[config.mk]
export PLATFORM = sky130hd
export DESIGN_NAME = can_mailbox_paging_buffer
export DESIGN_NICKNAME = d
export VERILOG_FILES = /design/src/common/can_mbox_pkg.sv /design/src/hdl/can_mailbox_paging_buffer.sv
export SDC_FILE = /design/constraint.sdc
export NUM_CORES = 2
export LEC_CHECK = 0
export BUFFER_PORTS_ARGS = -buffer_cell sky130_fd_sc_hd__clkbuf_2
export CORE_ASPECT_RATIO = 1.4
export CORE_UTILIZATION = 40
export DETAILED_ROUTE_END_ITERATION = 7
export SYNTH_ARGS = -nofsm -noshare
export SYNTH_HDL_FRONTEND = slang
export SYNTH_SLANG_ARGS = --single-unit
[constraint.sdc]
create_clock -name sys_clk_i -period 7.6 [get_ports sys_clk_i]
set_clock_uncertainty 0.1 [all_clocks]
set_input_delay 1.52 -clock sys_clk_i [delete_from_list [all_inputs] [get_ports sys_clk_i]]
set_output_delay 1.52 -clock sys_clk_i [all_outputs]
set_load 0.03 [all_outputs]
[src/common/can_mbox_pkg.sv]
// Shared constants, types and carriers for the CAN message-object mailbox.
// Assumes one CPU-clock domain; the CAN engine sits on the same clock.
package can_mbox_pkg;
  // Mailbox geometry
  localparam int NUM_OBJ = 15;
  localparam int DATA_BYTES = 8;
  localparam int BYTES_PER_OBJ = 20;
  localparam int REG_TOTAL = 321;
  localparam int SFR_TOTAL = 34;
  localparam int OBJ_W = 4;
  localparam int IDX_W = 3;
  localparam int TIMER_W = 16;

  // Field positions in the page, control and status windows
  localparam int PAGE_OBJ_LSB = 4;
  localparam int CFG_LSB = 6;
  localparam int STAT_TXOK = 6;
  localparam int STAT_RXOK = 5;

  // Reset and limit values
  localparam logic [7:0] PAGE_RST = 8'h00;
  localparam logic [7:0] STAT_RST = 8'h00;
  localparam logic [15:0] TIMER_RST = 16'h0000;
  localparam logic [15:0] TIMER_MAX = 16'hffff;
  localparam logic [IDX_W-1:0] IDX_LAST = 3'h7;

  // Object configuration field
  typedef enum logic [1:0] {
    CFG_DIS = 2'b00,
    CFG_TX = 2'b01,
    CFG_RX = 2'b10,
    CFG_BUF = 2'b11
  } obj_cfg_t;

  // Window register selected by the CPU access
  typedef enum logic [2:0] {
    SEL_PAGE = 3'b000,
    SEL_CTRL = 3'b001,
    SEL_STAT = 3'b010,
    SEL_DATA = 3'b011,
    SEL_STMP_LO = 3'b100,
    SEL_STMP_HI = 3'b101,
    SEL_EN_LO = 3'b110,
    SEL_EN_HI = 3'b111
  } sfr_sel_t;

  // Frame handed over by the CAN engine after filtering
  typedef struct packed {
    logic [NUM_OBJ-1:0] hit;
    logic buf_match;
    logic [8*DATA_BYTES-1:0] data;
  } rx_frame_t;
endpackage : can_mbox_pkg

[src/hdl/can_mailbox_paging_buffer.sv]
// Paged message-object mailbox with receive buffer and stamp timer.
// Assumes CPU strobes and CAN engine pulses are on sys_clk_i already.
//
// Contract
// - Fifteen objects reached through one page register
// - Object registers and enable summary reached via the window; interrupt summary and buffer-full flag are not
// - Page selects object for control/status window access
// - Data window pointer auto-increments over eight bytes
// - Each object owns private storage, no overlap
// - Config codes: disabled, transmit, receive, buffer
// - Non-disabled config write sets enable summary bit
// - Completion clears the object's enable summary bit unless a config write to it lands in that cycle
// - Lower object number wins transmit and store
// - Any object set may form the buffer
// - Individual receivers stay outside buffer storage
// - Unmasked buffer filter accepts every frame
// - Buffer frame goes to lowest free member
// - All members occupied sets buffer-full flag, interrupt
// - Full buffer stores nothing, overwrites no status
// - Enabled timer counts; stamps captured at completion
// - Timer wraps to zero, interrupt when enabled
// - Object interrupt sets its summary bit
`timescale 1ns/10ps
module can_mailbox_paging_buffer
  import can_mbox_pkg::*;
(
  // Clock, reset, clock enable
  input wire logic sys_clk_i,
  input wire logic rstn_i,
  input wire logic ce_i,
  // CPU window access
  input wire logic sfr_wr_i,
  input wire logic sfr_rd_i,
  input wire sfr_sel_t sfr_sel_i,
  input wire logic [7:0] sfr_wdata_i,
  output logic [7:0] sfr_rdata_o,
  // Controller settings
  input wire logic ctrl_enable_i,
  input wire logic timer_wrap_irq_enable_i,
  input wire logic buf_irq_enable_i,
  input wire logic buf_accept_all_i,
  input wire logic buffer_full_clr_i,
  input wire logic [NUM_OBJ-1:0] obj_irq_enable_i,
  // CAN engine side
  input wire logic tx_done_i,
  input wire logic rx_valid_i,
  input wire rx_frame_t rx_frame_i,
  output logic tx_pending_o,
  output logic [OBJ_W-1:0] tx_obj_o,
  output logic [8*DATA_BYTES-1:0] tx_data_o,
  output logic rx_stored_o,
  output logic [OBJ_W-1:0] rx_obj_o,
  // Summaries, flags, interrupts
  output logic [NUM_OBJ-1:0] object_enable_summary_o,
  output logic [NUM_OBJ-1:0] object_interrupt_summary_o,
  output logic buffer_full_flag_o,
  output logic buffer_full_irq_o,
  output logic timer_wrap_irq_o,
  output logic [TIMER_W-1:0] stamp_timer_o
);

  // Lowest set bit of a vector
  function automatic logic [OBJ_W-1:0] lowest(
    input logic [NUM_OBJ-1:0] v
  );
    logic [OBJ_W-1:0] r;
    r = '0;
    for (int k = NUM_OBJ - 1; k >= 0; k--) begin
      if (v[k]) begin
        r = OBJ_W'(k);
      end
    end
    return r;
  endfunction : lowest

  // One-hot vector of an object number
  function automatic logic [NUM_OBJ-1:0] onehot(
    input logic [OBJ_W-1:0] n
  );
    return NUM_OBJ'(1) << n;
  endfunction : onehot

  // Page register and per-object state
  logic [OBJ_W-1:0] page_obj;
  logic [IDX_W-1:0] page_idx;
  obj_cfg_t cfg [NUM_OBJ];
  logic [7:0] stat [NUM_OBJ];
  logic [TIMER_W-1:0] stamp [NUM_OBJ];
  logic [7:0] mem [NUM_OBJ][DATA_BYTES];
  logic [NUM_OBJ-1:0] en;
  logic [NUM_OBJ-1:0] object_interrupt_summary;
  logic [TIMER_W-1:0] timer;
  logic buf_full;

  // Window decode
  wire sel_ok = page_obj < OBJ_W'(NUM_OBJ);
  wire [OBJ_W-1:0] obj_s = sel_ok ? page_obj : '0;
  wire wr_page = ce_i & sfr_wr_i & (sfr_sel_i == SEL_PAGE);
  wire wr_ctrl = ce_i & sfr_wr_i & (sfr_sel_i == SEL_CTRL) & sel_ok;
  wire wr_stat = ce_i & sfr_wr_i & (sfr_sel_i == SEL_STAT) & sel_ok;
  wire wr_data = ce_i & sfr_wr_i & (sfr_sel_i == SEL_DATA) & sel_ok;
  wire acc_data = ce_i & (sfr_wr_i | sfr_rd_i) & (sfr_sel_i == SEL_DATA);
  wire [IDX_W-1:0] next_idx = IDX_W'(page_idx + 3'h1);

  // Candidate sets for transmit, receive and buffer
  logic [NUM_OBJ-1:0] tx_cand;
  logic [NUM_OBJ-1:0] rx_ind;
  logic [NUM_OBJ-1:0] buf_mem;
  logic [NUM_OBJ-1:0] buf_free;
  genvar g;
  generate
    for (g = 0; g < NUM_OBJ; g++) begin : g_cand
      assign tx_cand[g] = en[g] & (cfg[g] == CFG_TX);
      assign rx_ind[g] = en[g] & (cfg[g] == CFG_RX);
      assign buf_mem[g] = cfg[g] == CFG_BUF;
      assign buf_free[g] = en[g] & buf_mem[g];
    end
  endgenerate

  // Receive selection and buffer occupancy
  wire buf_acc = rx_frame_i.buf_match | buf_accept_all_i;
  wire [NUM_OBJ-1:0] rx_cand =
    (rx_frame_i.hit & rx_ind) | ({NUM_OBJ{buf_acc}} & buf_free);
  wire store = ce_i & rx_valid_i & (|rx_cand);
  wire [OBJ_W-1:0] store_obj = lowest(rx_cand);
  wire [NUM_OBJ-1:0] store_vec = store ? onehot(store_obj) : '0;
  wire tx_go = ce_i & tx_done_i & tx_pending_o;
  wire [NUM_OBJ-1:0] tx_vec = tx_go ? onehot(tx_obj_o) : '0;
  wire [NUM_OBJ-1:0] done_vec = store_vec | tx_vec;
  wire [OBJ_W-1:0] tx_sel = lowest(tx_cand & ~tx_vec);
  wire full_set = |(store_vec & buf_free) &
    ~|(buf_free & ~store_vec);
  wire next_buf_full = full_set | (buf_full & ~buffer_full_clr_i);

  // Read data selection
  wire [7:0] rd_ctrl = sel_ok ? {cfg[obj_s], 6'h00} : 8'h00;
  wire [7:0] rd_stat = sel_ok ? stat[obj_s] : 8'h00;
  wire [7:0] rd_data = sel_ok ? mem[obj_s][page_idx] : 8'h00;
  wire [7:0] rd_stlo = sel_ok ? stamp[obj_s][7:0] : 8'h00;
  wire [7:0] rd_sthi = sel_ok ? stamp[obj_s][15:8] : 8'h00;
  wire [7:0] rd_mux =
    (sfr_sel_i == SEL_PAGE) ? {page_obj, 1'b0, page_idx} :
    (sfr_sel_i == SEL_CTRL) ? rd_ctrl :
    (sfr_sel_i == SEL_STAT) ? rd_stat :
    (sfr_sel_i == SEL_DATA) ? rd_data :
    (sfr_sel_i == SEL_STMP_LO) ? rd_stlo :
    (sfr_sel_i == SEL_STMP_HI) ? rd_sthi :
    (sfr_sel_i == SEL_EN_LO) ? en[7:0] :
    {1'b0, en[14:8]};

  // Page register and auto-incrementing data pointer
  always_ff @(posedge sys_clk_i or negedge rstn_i) begin
    if (!rstn_i) begin
      page_obj <= PAGE_RST[7:PAGE_OBJ_LSB];
      page_idx <= PAGE_RST[IDX_W-1:0];
    end else if (wr_page) begin
      page_obj <= sfr_wdata_i[7:PAGE_OBJ_LSB];
      page_idx <= sfr_wdata_i[IDX_W-1:0];
    end else if (acc_data) begin
      page_idx <= next_idx;
    end
  end

  // Registered read data
  always_ff @(posedge sys_clk_i or negedge rstn_i) begin
    if (!rstn_i) begin
      sfr_rdata_o <= 8'h00;
    end else if (ce_i & sfr_rd_i) begin
      sfr_rdata_o <= rd_mux;
    end
  end

  // Per-object config, status, stamp and private data bytes
  generate
    for (g = 0; g < NUM_OBJ; g++) begin : g_obj
      wire mine = page_obj == OBJ_W'(g);
      wire st_wr = wr_stat & mine;
      wire [7:0] ok_bits = {1'b0, tx_vec[g], store_vec[g], 5'h00};
      always_ff @(posedge sys_clk_i or negedge rstn_i) begin
        if (!rstn_i) begin
          cfg[g] <= CFG_DIS;
          en[g] <= 1'b0;
        end else if (wr_ctrl & mine) begin
          cfg[g] <= obj_cfg_t'(sfr_wdata_i[CFG_LSB+:2]);
          en[g] <= sfr_wdata_i[CFG_LSB+:2] != CFG_DIS;
        end else if (done_vec[g]) begin
          en[g] <= 1'b0;
        end
      end
      // Status: hardware set wins over a CPU write
      always_ff @(posedge sys_clk_i or negedge rstn_i) begin
        if (!rstn_i) begin
          stat[g] <= STAT_RST;
        end else if (ce_i) begin
          stat[g] <= (st_wr ? sfr_wdata_i : stat[g]) | ok_bits;
        end
      end
      // Interrupt summary: set wins over clear by status write
      always_ff @(posedge sys_clk_i or negedge rstn_i) begin
        if (!rstn_i) begin
          object_interrupt_summary[g] <= 1'b0;
        end else if (done_vec[g] & obj_irq_enable_i[g]) begin
          object_interrupt_summary[g] <= 1'b1;
        end else if (st_wr & ~sfr_wdata_i[STAT_TXOK] &
                     ~sfr_wdata_i[STAT_RXOK]) begin
          object_interrupt_summary[g] <= 1'b0;
        end
      end
      // Stamp capture at completion
      always_ff @(posedge sys_clk_i or negedge rstn_i) begin
        if (!rstn_i) begin
          stamp[g] <= TIMER_RST;
        end else if (done_vec[g]) begin
          stamp[g] <= timer;
        end
      end
      // Data bytes owned by this object alone
      always_ff @(posedge sys_clk_i or negedge rstn_i) begin
        if (!rstn_i) begin
          for (int b = 0; b < DATA_BYTES; b++) begin
            mem[g][b] <= 8'h00;
          end
        end else if (store_vec[g]) begin
          for (int b = 0; b < DATA_BYTES; b++) begin
            mem[g][b] <= rx_frame_i.data[8*b+:8];
          end
        end else if (wr_data & mine) begin
          mem[g][page_idx] <= sfr_wdata_i;
        end
      end
    end
  endgenerate

  // Summaries to the outside
  assign object_enable_summary_o = en;
  assign object_interrupt_summary_o = object_interrupt_summary;
  assign buffer_full_flag_o = buf_full;
  assign stamp_timer_o = timer;

  // Transmit request towards the CAN engine
  always_ff @(posedge sys_clk_i or negedge rstn_i) begin
    if (!rstn_i) begin
      tx_pending_o <= 1'b0;
      tx_obj_o <= '0;
      tx_data_o <= '0;
    end else if (ce_i) begin
      tx_pending_o <= |(tx_cand & ~tx_vec);
      tx_obj_o <= tx_sel;
      for (int b = 0; b < DATA_BYTES; b++) begin
        tx_data_o[8*b+:8] <= mem[tx_sel][b];
      end
    end
  end

  // Receive store report
  always_ff @(posedge sys_clk_i or negedge rstn_i) begin
    if (!rstn_i) begin
      rx_stored_o <= 1'b0;
      rx_obj_o <= '0;
    end else if (ce_i) begin
      rx_stored_o <= store;
      rx_obj_o <= store ? store_obj : rx_obj_o;
    end
  end

  // Buffer-full flag: set wins over the clear
  always_ff @(posedge sys_clk_i or negedge rstn_i) begin
    if (!rstn_i) begin
      buf_full <= 1'b0;
      buffer_full_irq_o <= 1'b0;
    end else if (ce_i) begin
      buf_full <= next_buf_full;
      buffer_full_irq_o <= next_buf_full & buf_irq_enable_i;
    end
  end

  // Free-running stamp timer and wrap interrupt pulse
  always_ff @(posedge sys_clk_i or negedge rstn_i) begin
    if (!rstn_i) begin
      timer <= TIMER_RST;
      timer_wrap_irq_o <= 1'b0;
    end else if (ce_i) begin
      timer <= ctrl_enable_i ? TIMER_W'(timer + 16'h1) : TIMER_RST;
      timer_wrap_irq_o <= ctrl_enable_i & (timer == TIMER_MAX) &
        timer_wrap_irq_enable_i;
    end
  end
endmodule : can_mailbox_paging_buffer

==> impl_metrics.yaml <==
outcome:
  status: "finished, violations left"
  violations: "DRC, capacitance limit, slew limit"
clock_tree:
  clkLatencyLatePin_ns: 0.89
  holdBufCountCts: 0
  cts_tree: "built"
  htreeDepth: 4
  cts_root_buf: "clkbuf_16"
  cts_made_buffers: 166
  clkTransAtPathRegs_ns: 0.07
  clockBufferDepth: 4
  cts_setup_buffers: 0
  cts_resized: 0
  clock-sinks: 1488
critical_path:
  timing.rr.start: "page_obj[1]"
  slowest_delay_ns: 1.16
  path_class: "register to register"
  critPathArrivalTime_ns: 7.13
  end_kind: "register"
  path_delay_family: "simple AND/OR/NAND/NOR gates"
  r2r_setup_slack_ns: 1.20
  crit_slowest_cell: "a2111oi_0"
  reg2reg_depth: 11
  cp.required_ns: 8.33
  cp_num_cells: 11
  path_cells: "nand3_4 > nand2_4 > buf_12 > a211oi_1 > o221ai_1 > a21oi_1 > or4_1 > a2111oi_0 > buf_4 > o2111ai_1 > nand2_1"
  crit_end: "sfr_rdata_o[5]"
  worstSetupStartpoint: "page_obj[1]"
  critPathMaxFanout: 62
  critPathBufInv: 2
  r2r_end: "sfr_rdata_o[5]"
  start_kind: "register"
die:
  rows: 202
  die_y_um: 555.4
  die_area_um2: 220600
  die_x_um: 397.3
  start_util_pct: 40.35
  io-pin-count: 249
  coreArea_um2: 216900
global_route:
  grt_pass1_wl_mm: 584.2
  grt_start_max_net_pins: 168
  overflow: 0
  grt_usage_pct: 36.19
  antenna_found_initial: 41
  grt_pass1_vias: 79040
placed_design:
  dp.cells: 11840
  gp_congestion: 0.9740
  port_buffers: 248
  dpl.hpwl_mm: 253.0
  pre_cts_ws_ns: 1.514
detailed_routing:
  wl_per_cell_um: 33.80
  num_vias: 83200
  avgViaCountPerCell: 6.848
  antenna_left: 0
  drt_wl_total_mm: 410.7
  drc: 22
  drt_iter0_markers: 11760
  firstDrtPassIters: 8
synthesis:
  ys_ff_latch: 1488
  yosysSeqAreaShare_pct: 42.56
  ys.flop_type: "dfrtp_1"
  async_flop_share_pct: 100.0
  synth_area_leaders: "dfrtp_1, mux2i_1, mux2_2"
  syn_inst: 9469
  synth_edf_count: 0
  synth_top_area_cell: "dfrtp_1"
  syn_area_per_cell_um2: 9.240
  ys_warn_count: 0
  synth.distinct_cells: 101
  synth_top_area_share_pct: 42.56
  syn-num-nets: 9589
  syn_area_um2: 87500
sta:
  slew_viol_final: 13
  tightestPinTransition_ns: 1.580
  rsz0062_at_grt: "false"
  hold_viol_final: 0
  layout_setup_ws_ns: 1.202
  whs_ns: 0.3835
  max_freq_mhz: 156.3
  finalSetupViolCount: 0
  tns_ns: 0
  fin_crit_sh_pct: 84.19
  period_minus_slack_ns: 6.398
  max_slew_margin_pct: -5.618
final_layout:
  fin_cells: 12150
  drive_gt1_share_pct: 15.29
  nNetsFinal: 9274
  area_growth_syn_to_layout_pct: 10.72
power_and_ir_drop:
  powerDensity_nw_per_um2: 242.3
  p_leak_nw: 44.57
  ir_drop_v: 0.0001816
  power_mw: 23.48
hold_path:
  holdPathStages: 1
  hold_class: "register to register"
job:
  drv_cap: 1
where the power goes:
| group | internal, mW | switching [mW] | total [mW] | leakage [nW] |
|---|---|---|---|---|
| logic | 1.58 | 4.25 | 5.83 | 21.3 |
| clock network | 4.99 | 3.61 | 8.60 | 2.75 |
| registers | 8.38 | 0.671 | 9.05 | 20.5 |
| total | 14.9 | 8.53 | 23.5 | 44.6 |
cell usage in the layout, fill, tap and decap left out, types with 177 or more instances in the layout:
master	instances
a21oi_1	762
a221oi_1	177
buf_4	219
clkbuf_2	238
dfrtp_1	1484
mux2_2	426
mux2i_1	1059
nand2_1	1202
nand3_1	702
nor2_1	604
o21ai_0	784
cell families after synthesis:
kind of cell / after synthesis / synth area share (%)
AND/OR/NAND/NOR: 2909 / 14.95
flip-flops: 1488 / 42.56
AO/OA/AOI/OAI: 2457 / 17.37
multiplexers: 1599 / 20.49
adder cells (fa/ha/maj): 2 / 0.02860
XOR/XNOR: 10 / 0.1001
buffers and inverters: 1004 / 4.506
worst min-delay path by stage:
stage | from | end | slack, ns
global placement | stat[93] | stat[93] | 0.36
finish | rx_stored_o | rx_stored_o | 0.38
global route | stat[69] | stat[69] | 0.41
detailed placement | stat[93] | stat[93] | 0.37
CTS | stat[93] | stat[93] | 0.38
floorplan | stat[93] | stat[93] | 0.35
routing by layer:
| metal | routed length [µm] | track usage [%] | part of all wire, % | vias up |
|---|---|---|---|---|
| li1 | - | - | - | 33890 |
| met1 | 145100 | 43.69 | 35 | 40920 |
| met2 | 175100 | 53.23 | 43 | 6421 |
| met3 | 52150 | 11.91 | 13 | 1925 |
| met4 | 37960 | 27.47 | 9.2 | 42 |
| met5 | 373 | 0.5511 | 0.091 | - |
synth_stat cells (all sizes together), types with 14 or more instances:
cell type,number
dfrtp,1488
nand2,1213
mux2i,1059
o21ai,794
a21oi,768
clkbuf,735
nand3,706
nor2,622
mux2,429
buf,243
a221oi,178
a31oi,134
mux4,111
and3,104
o22a,78
a221o,64
and4b,54
o22ai,51
o211ai,50
a22oi,46
a211oi,38
a311oi,37
nor3,37
a32o,33
nor2b,32
inv,26
o31ai,26
nand2b,20
nor4,20
a211o,19
a31o,16
a32oi,15
and2,14
nor3b,14
state kept, by name, indices dropped and copies added, names as in the netlist, 3 cells and up:
signal and cells:
stamp 240, rx_obj_o 4, tx_obj_o 4, page_idx 3
sfr_rdata_o 8, page_obj 4, object_enable_summary_o 15, stamp_timer_o 16
mem 960, cfg 30, object_interrupt_summary_o 15, stat 120
tx_data_o 64
area by class of cell:
cell class | count | area [µm²]
clock inverter | 66 | 863.3
multi-input combinational | 6977 | 46750
fill | 20740 | 120000
timing repair buffer | 495 | 3570
clock buffer | 224 | 4706
antenna | 18 | 45.04
tap | 2856 | 3573
inverter | 26 | 120.1
sequential | 1488 | 37250
through the flow:
stage               cell area [µm²]  utilization [%]
finish                        96880            44.67
detailed placement            91250            42.08
global placement              91250            42.08
global route                  96840            44.66
floorplan                     87500                -
CTS                           96820            44.65
worst reg2reg max path: cells and delay by family, from the launching register on:
family	cells	cell delay, ns
AND/OR/NAND/NOR	4	2.30
AO/OA/AOI/OAI	5	2.23
flip-flops	1	0.94
buffers and inverters	2	0.77
No activity file was read; power rests on OpenSTA's default activity.
